[config.mk]
export PLATFORM = sky130hd
export DESIGN_NAME = word_msg_port
export DESIGN_NICKNAME = d
export VERILOG_FILES = /design/src/common/msg_port_pkg.sv /design/src/design/bus_event_detect.sv /design/src/design/word_msg_port.sv
export SDC_FILE = /design/constraint.sdc
export NUM_CORES = 1
export LEC_CHECK = 0
export ABC_AREA = 1
export BUFFER_PORTS_ARGS = -buffer_cell sky130_fd_sc_hd__clkbuf_2
export CORE_ASPECT_RATIO = 0.75
export CORE_MARGIN = 1
export CORE_UTILIZATION = 60
export CTS_CLUSTER_SIZE = 24
export DETAILED_ROUTE_END_ITERATION = 10
export PLACE_DENSITY = 0.82
export SYNTH_ARGS = -nofsm -noshare
export SYNTH_HDL_FRONTEND = slang
export SYNTH_HIERARCHICAL = 1
export SYNTH_SLANG_ARGS = --single-unit
[constraint.sdc]
create_clock -name clk -period 5.35 [get_ports clk]
set_clock_uncertainty 0.2 [all_clocks]
set_input_delay 0 -clock clk [delete_from_list [all_inputs] [get_ports clk]]
set_output_delay 0 -clock clk [all_outputs]
set_load 0.01 [all_outputs]
[src/common/msg_port_pkg.sv]
// Package for the two-wire word messaging port: constants, states and carriers.
// Assumes a 10 MHz system clock and a bus clock from the host far slower than it.
// Behaviour
// - Messages travel as 32-bit words, four bytes.
// - Busy low when full; host pauses.
// - Stretch bus clock low when a word ends while busy.
// - Device acknowledges address and data bytes.
// - Busy rises only when words can be taken.
// - Data-ready request falls when outbound data pending.
// - Read address 0x81 acknowledged by device.
// - Read data changes after falling clock edge.
// - Device releases data line after each byte.
// - Request rises at last bit if empty.
// - Request refalls at acknowledge edge if queued.
// - Request inactive until boot helper image loaded.
// - Busy low while one-word receive buffer full.
package msg_port_pkg;

    localparam int WORD_BITS = 32;
    localparam int BYTES_PER_WORD = 4;
    localparam logic [6:0] SLAVE_ADDR = 7'h40;
    localparam logic [7:0] ADDR_WRITE = 8'h80;
    localparam logic [7:0] ADDR_READ = 8'h81;
    localparam logic [3:0] ACK_BIT_INDEX = 4'h8;
    localparam logic [1:0] LAST_BYTE = 2'h3;

    typedef enum logic [2:0] {
        ST_IDLE,
        ST_ADDR,
        ST_ADDR_ACK,
        ST_WR_DATA,
        ST_WR_ACK,
        ST_RD_DATA,
        ST_RD_ACK,
        ST_IGNORE
    } port_state_t;

    // Word moving between the link domain and the system domain
    typedef struct packed {
        logic [WORD_BITS-1:0] data;
        logic valid;
    } msg_word_t;

    // Synchronised bus pin view, used by the event detector
    typedef struct packed {
        logic clk_rise;
        logic clk_fall;
        logic start;
        logic stop;
        logic sda;
    } bus_events_t;

endpackage

[src/design/bus_event_detect.sv]
// Synchroniser and event detector for the two-wire bus pins.
// Assumes scl and sda come from pins outside the clk domain.
`timescale 1ns/1ps
module bus_event_detect (
    input wire logic clk,
    input wire logic reset,
    input wire logic scl_in,
    input wire logic sda_in,
    output msg_port_pkg::bus_events_t events
);
    logic [1:0] scl_sync_r, scl_sync_nxt;
    logic [1:0] sda_sync_r, sda_sync_nxt;
    logic scl_prev_r, scl_prev_nxt;
    logic sda_prev_r, sda_prev_nxt;

    always_comb begin
        // First stage is read only by the second stage
        scl_sync_nxt = {scl_sync_r[0], scl_in};
        sda_sync_nxt = {sda_sync_r[0], sda_in};
        scl_prev_nxt = scl_sync_r[1];
        sda_prev_nxt = sda_sync_r[1];
    end

    always_ff @(posedge clk) begin
        if (reset) begin
            scl_sync_r <= 2'h3;
            sda_sync_r <= 2'h3;
            scl_prev_r <= 1'b1;
            sda_prev_r <= 1'b1;
        end else begin
            scl_sync_r <= scl_sync_nxt;
            sda_sync_r <= sda_sync_nxt;
            scl_prev_r <= scl_prev_nxt;
            sda_prev_r <= sda_prev_nxt;
        end
    end

    always_comb begin
        events.clk_rise = scl_sync_r[1] & ~scl_prev_r;
        events.clk_fall = ~scl_sync_r[1] & scl_prev_r;
        events.start = scl_sync_r[1] & scl_prev_r & sda_prev_r & ~sda_sync_r[1];
        events.stop = scl_sync_r[1] & scl_prev_r & ~sda_prev_r & sda_sync_r[1];
        events.sda = sda_sync_r[1];
    end
endmodule // bus_event_detect

[src/design/word_msg_port.sv]
// Slave side of the word messaging port over the two-wire bus.
// The bus clock is oversampled: the host clock must be well below clk/4 so that
// every bus edge is seen. Words go in and out through a valid/ready handshake.
`timescale 1ns/1ps
module word_msg_port (
    input wire logic clk,
    input wire logic reset,
    input wire logic serial_ctrl_clock_in,
    output logic serial_ctrl_clock_out,
    output logic serial_ctrl_clock_oe,
    input wire logic serial_ctrl_data_in,
    output logic serial_ctrl_data_out,
    output logic serial_ctrl_data_oe,
    output logic port_busy_n,
    output logic port_busy_n_oe,
    output logic data_ready_req_n,
    output logic data_ready_req_n_oe,
    input wire logic boot_helper_loaded,
    output msg_port_pkg::msg_word_t rx_word,
    input wire logic rx_ready,
    input wire msg_port_pkg::msg_word_t tx_word,
    output logic tx_ready
);
    msg_port_pkg::bus_events_t ev;

    bus_event_detect u_events (
        .clk(clk),
        .reset(reset),
        .scl_in(serial_ctrl_clock_in),
        .sda_in(serial_ctrl_data_in),
        .events(ev)
    );

    msg_port_pkg::port_state_t state_r, state_nxt;
    logic [3:0] bit_cnt_r, bit_cnt_nxt;
    logic [1:0] byte_cnt_r, byte_cnt_nxt;
    logic [7:0] shift_r, shift_nxt;
    logic [msg_port_pkg::WORD_BITS-1:0] rx_buf_r, rx_buf_nxt;
    // Bytes gather here so a held word is never overwritten by the next one
    logic [msg_port_pkg::WORD_BITS-1:0] asm_r, asm_nxt;
    logic [7:0] next_byte;
    logic rx_full_r, rx_full_nxt;
    logic [msg_port_pkg::WORD_BITS-1:0] tx_buf_r, tx_buf_nxt;
    logic tx_full_r, tx_full_nxt;
    logic [msg_port_pkg::WORD_BITS-1:0] out_word_r, out_word_nxt;
    logic out_busy_r, out_busy_nxt;
    logic sda_drive_r, sda_drive_nxt;
    logic req_low_r, req_low_nxt;
    logic req_hold_r, req_hold_nxt;
    logic stretch_r, stretch_nxt;
    logic booted_r, booted_nxt;

    function automatic logic [7:0] word_byte(input logic [31:0] w, input logic [1:0] idx);
        // Bytes go out most significant first
        case (idx)
            2'h0: word_byte = w[31:24];
            2'h1: word_byte = w[23:16];
            2'h2: word_byte = w[15:8];
            default: word_byte = w[7:0];
        endcase
    endfunction

    logic data_pending;
    assign data_pending = out_busy_r | tx_full_r;

    always_comb begin
        state_nxt = state_r;
        bit_cnt_nxt = bit_cnt_r;
        byte_cnt_nxt = byte_cnt_r;
        shift_nxt = shift_r;
        rx_buf_nxt = rx_buf_r;
        asm_nxt = asm_r;
        next_byte = word_byte(out_word_r, byte_cnt_r);
        rx_full_nxt = rx_full_r;
        tx_buf_nxt = tx_buf_r;
        tx_full_nxt = tx_full_r;
        out_word_nxt = out_word_r;
        out_busy_nxt = out_busy_r;
        sda_drive_nxt = sda_drive_r;
        req_low_nxt = req_low_r;
        req_hold_nxt = req_hold_r;
        stretch_nxt = stretch_r;
        booted_nxt = booted_r | boot_helper_loaded;

        // Consumer drains the receive buffer
        if (rx_full_r && rx_ready) begin
            rx_full_nxt = 1'b0;
        end
        // Producer fills a one-word staging slot
        if (!tx_full_r && tx_word.valid) begin
            tx_buf_nxt = tx_word.data;
            tx_full_nxt = 1'b1;
        end
        // Load the shift-out word when idle so the request reflects it
        if (!out_busy_r && tx_full_r && state_r != msg_port_pkg::ST_RD_DATA) begin
            out_word_nxt = tx_buf_r;
            out_busy_nxt = 1'b1;
            tx_full_nxt = 1'b0;
        end
        if (!req_hold_r && booted_r && (out_busy_r || tx_full_r)) begin
            req_low_nxt = 1'b1;
        end

        if (ev.start) begin
            // Start and repeated start behave the same
            state_nxt = msg_port_pkg::ST_ADDR;
            bit_cnt_nxt = 4'h0;
            sda_drive_nxt = 1'b0;
            req_hold_nxt = 1'b0;
        end else if (ev.stop) begin
            state_nxt = msg_port_pkg::ST_IDLE;
            sda_drive_nxt = 1'b0;
            req_hold_nxt = 1'b0;
            stretch_nxt = 1'b0;
        end else begin
            case (state_r)
                msg_port_pkg::ST_IDLE, msg_port_pkg::ST_IGNORE: begin
                    sda_drive_nxt = 1'b0;
                end
                msg_port_pkg::ST_ADDR, msg_port_pkg::ST_WR_DATA: begin
                    if (ev.clk_rise) begin
                        shift_nxt = {shift_r[6:0], ev.sda};
                        bit_cnt_nxt = bit_cnt_r + 4'h1;
                    end
                    if (ev.clk_fall && bit_cnt_r == msg_port_pkg::ACK_BIT_INDEX) begin
                        if (state_r == msg_port_pkg::ST_ADDR) begin
                            if (shift_r[7:1] == msg_port_pkg::SLAVE_ADDR) begin
                                sda_drive_nxt = 1'b1;
                                state_nxt = msg_port_pkg::ST_ADDR_ACK;
                            end else begin
                                state_nxt = msg_port_pkg::ST_IGNORE;
                            end
                        end else begin
                            asm_nxt = {asm_r[23:0], shift_r};
                            sda_drive_nxt = 1'b1;
                            state_nxt = msg_port_pkg::ST_WR_ACK;
                        end
                    end
                end
                msg_port_pkg::ST_ADDR_ACK: begin
                    if (ev.clk_fall) begin
                        bit_cnt_nxt = 4'h0;
                        byte_cnt_nxt = 2'h0;
                        if (shift_r[0]) begin
                            state_nxt = msg_port_pkg::ST_RD_DATA;
                            sda_drive_nxt = ~out_word_r[31];
                            shift_nxt = {out_word_r[30:24], 1'b1};
                        end else begin
                            state_nxt = msg_port_pkg::ST_WR_DATA;
                            sda_drive_nxt = 1'b0;
                        end
                    end
                end
                msg_port_pkg::ST_WR_ACK: begin
                    // Hold the clock low at the end of a word until the buffer empties
                    if (byte_cnt_r == msg_port_pkg::LAST_BYTE && rx_full_r && ev.clk_fall) begin
                        stretch_nxt = 1'b1;
                    end
                    if (ev.clk_fall && !stretch_r) begin
                        sda_drive_nxt = 1'b0;
                        bit_cnt_nxt = 4'h0;
                        byte_cnt_nxt = byte_cnt_r + 2'h1;
                        state_nxt = msg_port_pkg::ST_WR_DATA;
                        if (byte_cnt_r == msg_port_pkg::LAST_BYTE) begin
                            if (rx_full_r) begin
                                // Word lost would be worse than a stall
                                stretch_nxt = 1'b1;
                                state_nxt = msg_port_pkg::ST_WR_ACK;
                                sda_drive_nxt = 1'b0;
                            end else begin
                                rx_full_nxt = 1'b1;
                                rx_buf_nxt = asm_r;
                            end
                        end
                    end
                    if (stretch_r && !rx_full_r) begin
                        stretch_nxt = 1'b0;
                        rx_full_nxt = 1'b1;
                        rx_buf_nxt = asm_r;
                        bit_cnt_nxt = 4'h0;
                        byte_cnt_nxt = 2'h0;
                        state_nxt = msg_port_pkg::ST_WR_DATA;
                    end
                end
                msg_port_pkg::ST_RD_DATA: begin
                    if (ev.clk_rise) begin
                        bit_cnt_nxt = bit_cnt_r + 4'h1;
                        if (bit_cnt_r == 4'h7 && byte_cnt_r == msg_port_pkg::LAST_BYTE) begin
                            out_busy_nxt = 1'b0;
                            if (!tx_full_r) begin
                                req_low_nxt = 1'b0;
                                req_hold_nxt = 1'b1;
                            end
                        end
                    end
                    if (ev.clk_fall && bit_cnt_r != 4'h0) begin
                        if (bit_cnt_r == msg_port_pkg::ACK_BIT_INDEX) begin
                            sda_drive_nxt = 1'b0;
                            state_nxt = msg_port_pkg::ST_RD_ACK;
                        end else begin
                            sda_drive_nxt = ~shift_r[7];
                            shift_nxt = {shift_r[6:0], 1'b1};
                        end
                    end
                end
                msg_port_pkg::ST_RD_ACK: begin
                    if (ev.clk_rise) begin
                        if (ev.sda) begin
                            state_nxt = msg_port_pkg::ST_IGNORE;
                            if (data_pending) begin
                                req_hold_nxt = 1'b0;
                                req_low_nxt = booted_r;
                            end
                        end else begin
                            byte_cnt_nxt = byte_cnt_r + 2'h1;
                            bit_cnt_nxt = 4'h0;
                        end
                    end
                    if (ev.clk_fall && !ev.sda) begin
                        state_nxt = msg_port_pkg::ST_RD_DATA;
                        bit_cnt_nxt = 4'h0;
                        if (byte_cnt_r == 2'h0 && !out_busy_r) begin
                            // Next word follows without a gap
                            out_word_nxt = tx_buf_r;
                            out_busy_nxt = tx_full_r;
                            tx_full_nxt = 1'b0;
                            sda_drive_nxt = ~tx_buf_r[31];
                            shift_nxt = {tx_buf_r[30:24], 1'b1};
                        end else begin
                            sda_drive_nxt = ~next_byte[7];
                            shift_nxt = {next_byte[6:0], 1'b1};
                        end
                    end
                end
                default: begin
                    state_nxt = msg_port_pkg::ST_IDLE;
                end
            endcase
        end
    end

    always_ff @(posedge clk) begin
        if (reset) begin
            state_r <= msg_port_pkg::ST_IDLE;
            bit_cnt_r <= 4'h0;
            byte_cnt_r <= 2'h0;
            shift_r <= 8'h00;
            rx_buf_r <= 32'h0000_0000;
            asm_r <= 32'h0000_0000;
            rx_full_r <= 1'b0;
            tx_buf_r <= 32'h0000_0000;
            tx_full_r <= 1'b0;
            out_word_r <= 32'h0000_0000;
            out_busy_r <= 1'b0;
            sda_drive_r <= 1'b0;
            req_low_r <= 1'b0;
            req_hold_r <= 1'b0;
            stretch_r <= 1'b0;
            booted_r <= 1'b0;
        end else begin
            state_r <= state_nxt;
            bit_cnt_r <= bit_cnt_nxt;
            byte_cnt_r <= byte_cnt_nxt;
            shift_r <= shift_nxt;
            rx_buf_r <= rx_buf_nxt;
            asm_r <= asm_nxt;
            rx_full_r <= rx_full_nxt;
            tx_buf_r <= tx_buf_nxt;
            tx_full_r <= tx_full_nxt;
            out_word_r <= out_word_nxt;
            out_busy_r <= out_busy_nxt;
            sda_drive_r <= sda_drive_nxt;
            req_low_r <= req_low_nxt;
            req_hold_r <= req_hold_nxt;
            stretch_r <= stretch_nxt;
            booted_r <= booted_nxt;
        end
    end

    // Open-drain pins: only ever pull low
    assign serial_ctrl_data_out = 1'b0;
    assign serial_ctrl_data_oe = sda_drive_r;
    assign serial_ctrl_clock_out = 1'b0;
    assign serial_ctrl_clock_oe = stretch_r;
    assign port_busy_n = ~(rx_full_r | stretch_r);
    assign port_busy_n_oe = rx_full_r | stretch_r;
    assign data_ready_req_n = ~req_low_r;
    assign data_ready_req_n_oe = req_low_r;
    assign rx_word.data = rx_buf_r;
    assign rx_word.valid = rx_full_r;
    assign tx_ready = ~tx_full_r;
endmodule // word_msg_port

==> results of run 1 <==
## power by group through the flow
stage	clock, mW	sequential, mW	combinational [mW]
after floorplan	0	1.36	0.651
after global placement	0	1.39	0.781
after detailed placement	0	1.39	0.803
after CTS	1.18	1.37	0.837
after global routing	1.24	1.38	0.970
final	1.18	1.37	0.862
## logic make-up after synthesis
logic type | synth area share, %
AND/OR/NAND/NOR | 24.0
other | 0.0539
XOR/XNOR | 0.126
flip-flops | 45.8
adder cells (fa/ha/maj) | 1.08
buffers and inverters | 9.06
AO/OA/AOI/OAI | 20.0
## cell usage in the layout (no fill, tap or decap), types with 2 or more instances in the layout
cell type      instances
a21oi_1               63
a21oi_2               30
buf_4                  3
clkbuf_16             17
clkbuf_2              78
conb_1                 2
dfxtp_1              159
dlygate4sd3_1         42
ha_1                   6
inv_1                 81
inv_2                  6
inv_4                  2
inv_6                  5
inv_8                  5
nand2_1              150
nand2_2                5
nand3_1               35
nand3_2                2
nand4_1                8
nor2_1               173
nor2_2                 4
nor2_4                 4
nor3_4                 3
o211ai_1               7
o21ai_0              113
o21ai_1               32
or2_1                  4
## registers in the layout, summed over array words and instances (netlist names), 2 cells and up
register,cells
asm_r,32
bit_cnt_r,4
byte_cnt_r,2
out_word_r,32
rx_buf_r,32
shift_r,8
state_r,3
tx_buf_r,32
u_events/scl_sync_r,2
u_events/sda_sync_r,2
## worst paths after layout
kind | from | endpoint | slack, ps | cells past startpoint
setup / recovery | byte_cnt_r[0] | rx_full_r | 1970 | 8
hold / removal | tx_word[22] | tx_buf_r[21] | 150 | 4
setup reg to reg | byte_cnt_r[0] | rx_full_r | 1970 | 8
hold reg to reg | u_events/scl_sync_r[0] | u_events/scl_sync_r[1] | 230 | 1
## synthesized netlist by cell type, types with 2 or more instances
master	instances	area share [%]
nor2_1	173	9.3
dfxtp_1	159	46
nand2_1	150	8.1
o21ai_0	113	8.1
inv_1	82	4.4
a21oi_1	63	4.5
nand3_1	35	2.5
o21ai_1	32	2.3
a21oi_2	30	3.8
clkbuf_1	23	1.2
buf_4	12	1.3
buf_2	11	0.79
nand4_1	8	0.72
o211ai_1	7	0.76
ha_1	6	1.1
buf_6	5	0.81
inv_2	5	0.27
nand2_2	5	0.45
nor2_2	4	0.36
nor2_4	4	0.65
or2_1	4	0.36
inv_4	2	0.18
nand3_2	2	0.29
nor3_2	2	0.29
nor3_4	2	0.47
## stage by stage
step,utilization [%],setup slack (ps),instance area (sq um),total power [mW]
2_1_floorplan,-,3450,6960,2.01
3_3_place_gp,65.4,2530,7270,2.17
3_5_place_dp,65.4,2360,7270,2.19
4_1_cts,74.4,2050,8260,3.39
5_1_grt,74.4,1700,8260,3.59
6_report,74.4,1970,8260,3.41
## final cells by class
cell class	count	area share, %
sequential	159	38.5
multi-input combinational	650	38.2
timing repair buffer	123	10.1
clock buffer	18	5.31
inverter	90	4.15
tap	140	2.12
clock inverter	14	1.67
## per-layer routing
metal,vias up,global-route usage (%)
li1,3249,-
met1,3032,41.9
met2,259,47.5
met3,32,6.45
met4,0,10.1
met5,-,0
## worst min-delay path, stage by stage
cell,delay (ps)
dlygate4sd3_1,520
clkbuf_2,90
o21ai_0,70
nor2_1,80
==> Flow_metrics.wiki, run 1 <==
{| class="wikitable"
! Metric !! Value
|-
| Area inside the core boundary || 0.0111 sq mm
|-
| Total die area || 0.0120 sq mm
|-
| TritonCTS clock tree || yes
|-
| Achievable clock frequency || approximately 0.3 GHz
|-
| Pwr per Cell Area || 413 mW/mm^2
|-
| Critical path type || reg2reg
|-
| Average routed wire per standard cell || 14.6 microns
|-
| Horizontal die dimension || 126 microns
|-
| Biggest fanout along the worst timing path || 57
|-
| CTS clock-pin slew for the worst setup and hold paths || around 70 ps
|-
| Portion of the clock cycle consumed by the worst path in the final layout || 63.2%
|-
| Endpoints failing hold || 0
|-
| Min-Delay Path Class || in2reg
|-
| Cell with the biggest individual delay on the critical path || inv_2
|-
| Count of warnings emitted by yosys || 6
|-
| Floorplan die height || approximately 95 microns
|-
| RSZ-0062 raised after global routing || no
|-
| Clock buffers created by TritonCTS || 17
|-
| TritonRoute pass-1 iters || 5
|-
| Remaining Overflow, GRT || 0
|-
| Time the worst path needs with I/O delays and setup || 3380 ps
|-
| Count of input and output buffers || 78
|-
| Met2 routed WL || between 7000 and 8000 microns
|-
| Synthesis-stage register bit count || 159
|-
| Number of nets with antenna violations after detailed routing || 0
|-
| Weighted congestion reported at the end of routability-driven placement || 0.985
|-
| Switching power || around 1.2 mW
|-
| Library cells used by synthesis || 35
|-
| Average cell area after synthesis || ~7.3 sq um
|-
| Violation count after the first detailed-route iteration || about 540
|-
| CP endpoint kind || flip-flop
|-
| Cell family with most CP delay || buffers and inverters
|-
| Count of fill cells added during filler insertion || 880
|-
| Final setup violation count || 0
|-
| Maximum VDD drop || about 0.29 mV
|-
| Main flop type after synthesis || dfxtp_1
|-
| Internal power summed over all cells || approximately 2.2 mW
|-
| Depth of the CTS H-tree || 4
|-
| Overall Global Routing Usage || 30.4%
|-
| Kind of launch point of the worst setup path || flip-flop
|-
| Layout cells sized above 1 || about 16%
|-
| Cells traversed along the worst timing path || ha_1 -> clkinv_1 -> o21ai_0 -> nand2_2 -> inv_2 -> nor2_1 -> nor2_1 -> dlygate4sd3_1
|-
| Signed area change from the synthesized netlist to the final layout || 18.8%
|-
| Post-Route Setup TNS || 0 ps
|-
| Area used by sequential logic in the layout || 0.00318 sq mm
|-
| Post-route DRC || 0
|-
| Arrival time reported for the critical path endpoint || 3550 ps
|-
| I/O pin count || 81
|-
| Routed via count divided by cell count || ~5.5
|-
| Clk buf depth || 2
|-
| Async S/R FF share, synth || 0%
|-
| Cell area after synthesis || 0.00696 sq mm
|-
| Total via count after detailed routing || approximately 6,600
|-
| Required @ worst endpoint || 5520 ps
|-
| Root buffer selected by CTS || clkbuf_16
|-
| Post-Layout Cell Count || 1,194
|-
| Maximum number of pins on one net before global-route repair || between 100 and 150
|-
| Initial cell density of the core || 62.6%
|-
| Share of total power in the clock network || 34.6%
|-
| Leakage dissipation || 3.66 nW
|-
| Met3 wire len || 1260 microns
|-
| # clock sinks || 159
|-
| Met1 Routed Length || 8110 microns
|-
| Number of placement rows || 33
|-
| Cells resized by post-CTS repair || 0
|-
| DRT Wirelength || 17,400 microns
|-
| Number of diodes || 0
|-
| Status || completed
|-
| Relative max-transition margin || 20.5%
|-
| Syn Inst Count || 949
|-
| Number of antenna violations at the first check in global routing || 0
|-
| Number of buffer and inverter stages on the critical path || 3
|-
| Topmost layer with routed signal wires || met4
|-
| Transition time at the pin with the least slew margin || 1190 ps
|-
| Number of cells after detailed placement || 1,120
|-
| Clock Latency Late Sink || 430 ps
|-
| Post-CTS Setup Repair Bufs || 0
|-
| Number of max-capacitance violations reported || 0
|-
| Post-DP HPWL || 11,000 microns
|-
| Final worst hold slack || 152 ps
|-
| Proportion of synthesized chip area in sequential cells || 45.8%
|-
| First-pass GRT wire length || 28,600 microns
|-
| Number of enable flip-flop cells after synthesis || 0
|-
| Number of global-route vias before repair || about 5,900
|-
| Combined area of the multi-input logic cells || 0.00315 sq mm
|-
| Final Max Tran Viols || 0
|-
| Switching Share || 35.9%
|-
| Cell mode on critical path || nor2_1
|-
| Number of nets at the end of the flow || 1,086
|-
| Relative contribution of sequential cells to total power || 40.1%
|-
| Combinational power share || between 20% and 30%
|-
| Slowest cell delay on critical path || 620 ps
|-
| Hold buffers post-CTS || 42
|}
Power figures use the tool's default switching activity.
==> inputs of run 2 (changes only) <==
Settings changed: ABC_AREA 1 to 0, CORE_UTILIZATION 60 to 52, PLACE_DENSITY 0.82 to 0.75.
Clock period 5.35 ns to 2.7 ns, I/O delays scaled along.
==> run 2 against run 1 <==
Critical path depth fell by 1. Non-clock buffer count is 53 higher. Sequential share of layout area is 1.3 points lower. Critical endpoint is now shift_r[7]. Area after synthesis decreased by 4.0%. Worst setup slack worse by 1800 ps. Final cell count fell by 2.5%. Flip-flop and latch count stayed put. First-iteration DRC count rose by 35%. Global-route usage fell by 3.6 points. Via count is 3.0% lower. Die area up 11%. Combinational power increased by 40%.
==> Flow_metrics.wiki, run 2 <==
{| class="wikitable"
! Metric !! Value
|-
| Status || completed
|-
| Most area-consuming cells after synthesis || dfxtp_1, nand2_1, a21oi_1
|-
| Power consumption || roughly 6.4 mW
|-
| RSZ-0062 raised after global routing || no
|-
| Area inside the core boundary || 0.0124 sq mm
|-
| Cell taking the most area after synthesis || dfxtp_1
|-
| Kind of launch point of the worst setup path || flip-flop
|-
| Count of warnings emitted by yosys || 6
|-
| Final Max Tran Viols || 0
|-
| Routed via count divided by cell count || roughly 5.5
|-
| Leakage dissipation || roughly 3.3 nW
|-
| Register-to-register path setup slack || about 150 ps
|-
| TritonRoute pass-1 iters || 5
|-
| Library cells used by synthesis || 55
|-
| Area of placed instances || 0.00720 sq mm
|-
| Total die area || 0.0133 sq mm
|-
| Most frequent cells in the layout || nand2_1, dfxtp_1, a21oi_1
|-
| Time the worst path needs with I/O delays and setup || 2550 ps
|-
| Root buffer selected by CTS || clkbuf_16
|-
| Arrival time reported for the critical path endpoint || 2600 ps
|-
| DRT Wirelength || roughly 17,000 microns
|-
| Clk buf depth || 2
|-
| Critical path type || reg2reg
|-
| Final setup violation count || 0
|-
| Signed area change from the synthesized netlist to the final layout || 28.0%
|-
| Count of input and output buffers || 78
|-
| Maximum VDD drop || 0.447 mV
|-
| Dominant cell by count in the synthesized netlist || nand2_1
|-
| Final Instance Area || 0.00854 sq mm
|-
| Capture point of the critical path || shift_r[7]
|-
| Floorplan die height || 100 microns
|-
| Worst flop-to-flop path startpoint || u_events/sda_sync_r[1]
|-
| Number of global-route vias before repair || slightly below 6,000
|-
| Cell area after synthesis || 0.00668 sq mm
|-
| Initial cell density of the core || 53.9%
|-
| Achievable clock frequency || 0.392 GHz
|-
| Pwr per Cell Area || 744 mW/mm^2
|-
| Number of nets at the end of the flow || 1,030
|-
| Maximum number of pins on one net before global-route repair || between 90 and 100
|-
| Post-Route Setup TNS || 0 ps
|-
| Cells resized by post-CTS repair || 0
|-
| First-pass GRT wire length || 28,600 microns
|-
| Total via count after detailed routing || approximately 6,400
|-
| Min-Delay Path Class || in2reg
|-
| CTS clock-pin slew for the worst setup and hold paths || 60 ps
|-
| Biggest fanout along the worst timing path || 14
|-
| # clock sinks || 159
|-
| Number of max-capacitance violations reported || 0
|-
| CP endpoint kind || flip-flop
|-
| Syn Inst Count || 855
|-
| Share of the synthesized area in the top cell type || approximately 48%
|-
| Clock buffers created by TritonCTS || 17
|-
| Depth of the CTS H-tree || 4
|-
| Required @ worst endpoint || 2750 ps
|-
| Post-DP HPWL || 10,200 microns
|-
| Remaining Overflow, GRT || 0
|-
| Average routed wire per standard cell || between 10 and 15 microns
|-
| Start point of the critical path || u_events/sda_sync_r[1]
|-
| Async S/R FF share, synth || 0%
|-
| Most frequent standard cell in the layout excluding fill and tap cells || nand2_1
|-
| TritonCTS clock tree || yes
|-
| Number of enable flip-flop cells after synthesis || 0
|-
| Synthesis-stage register bit count || about 160
|-
| I/O pin count || 81
|-
| Worst R2R Path Depth || 7
|-
| Clock Latency Late Sink || 420 ps
|-
| Number of diodes || 0
|-
| Relative max-transition margin || between 30% and 40%
|-
| Number of nets with antenna violations after detailed routing || 0
|-
| Horizontal die dimension || 133 microns
|-
| Overall Global Routing Usage || between 20% and 30%
|-
| Average cell area after synthesis || a little under 8 sq um
|-
| Layout cells sized above 1 || between 10% and 20%
|-
| Weighted congestion reported at the end of routability-driven placement || 0.909
|-
| Number of placement rows || 35
|-
| Portion of the clock cycle consumed by the worst path in the final layout || a little over nine tenths
|-
| Violation count after the first detailed-route iteration || around 730
|-
| Reg2Reg Capture Point || shift_r[7]
|-
| Number of antenna violations at the first check in global routing || 0
|-
| Cell types with the highest counts after synthesis || nand2_1, dfxtp_1, a21oi_1
|-
| Post-route DRC || 0
|-
| Final core occ || ~70%
|-
| Transition time at the pin with the least slew margin || about 910 ps
|-
| Main flop type after synthesis || dfxtp_1
|-
| Proportion of synthesized chip area in sequential cells || between 40 and 50%
|-
| Endpoints failing hold || 0
|}
==> run 2: cell types whose count changed in the layout (fill, tap and decap cells not counted), sizes merged, moves of 8 or more <==
cell         previous run  this run
nand3                  38         4
a221oi                  0        15
o21ai                 145        13
inv                    99        25
nor2                  181        28
a21oi                  93       149
dlygate4sd3            42        72
nor4                    0         8
nand2                 155       276
buf                     3        27
nor2b                   0        12
==> run 2: logic make-up after synthesis <==
family	count (synthesis)	share of synthesized area (%)
compound gates	211	18.7
fa+ha+maj	6	1.12
buf+inv	86	5.90
flops	159	47.7
mux	8	1.22
other cells	1	0.0562
simple gates	384	25.3
==> run 2: what timing repair did <==
action                                 in CTS  in global routing
endpoints found under the hold margin      44                  0
hold buffers                               72                  0
buffers inserted                            0                  0
==> run 2: stage by stage <==
stage | instances | hold WS [ps] | setup WS, ps
after floorplan | 856 | -103 | 463
after global placement | 1060 | -10.4 | 259
after detailed placement | 1060 | -10.5 | 186
after CTS | 1164 | 127 | 169
after global routing | 1164 | 187 | 32.2
final | 1164 | 126 | 149
==> run 2: per-layer routing <==
layer,share of wire (%),global-route usage (%)
met1,46,35.6
met5,0,0
met4,1.3,8.84
met2,46,42.7
met3,6.7,6.41
==> run 2: worst max-delay path: stages (launching register included) <==
cell,delay (ps)
dfxtp_1,500
and4b_1,340
or2_1,380
a211oi_2,230
o2111ai_1,190
buf_4,230
a21oi_1,190
a221oi_1,120
==> run 2: how the worst min path moves through the flow <==
stage	from	endpoint	slack, ps	cells after the start
final	boot_helper_loaded	booted_r	130	4
after global routing	boot_helper_loaded	booted_r	190	4
after CTS	boot_helper_loaded	booted_r	130	4
after detailed placement	serial_ctrl_data_in	u_events/sda_sync_r[0]	-10	2
after global placement	serial_ctrl_clock_in	u_events/scl_sync_r[0]	-10	2
after floorplan	reset	u_events/scl_prev_r	-100	1
==> run 2: layout make-up <==
type                       count  area, sq um
inverter                      20         75.1
sequential                   159         3180
timing repair buffer         176         1330
fill                         995         3850
multi-input combinational    611         3120
clock inverter                14          181
clock buffer                  18          439
tap                          166          208
==> run 2: power by group <==
group	internal [mW]	leakage, nW	switching (mW)
clock network	1.50	0.296	1.02
registers	2.47	1.29	0.155
logic	0.544	1.67	0.664
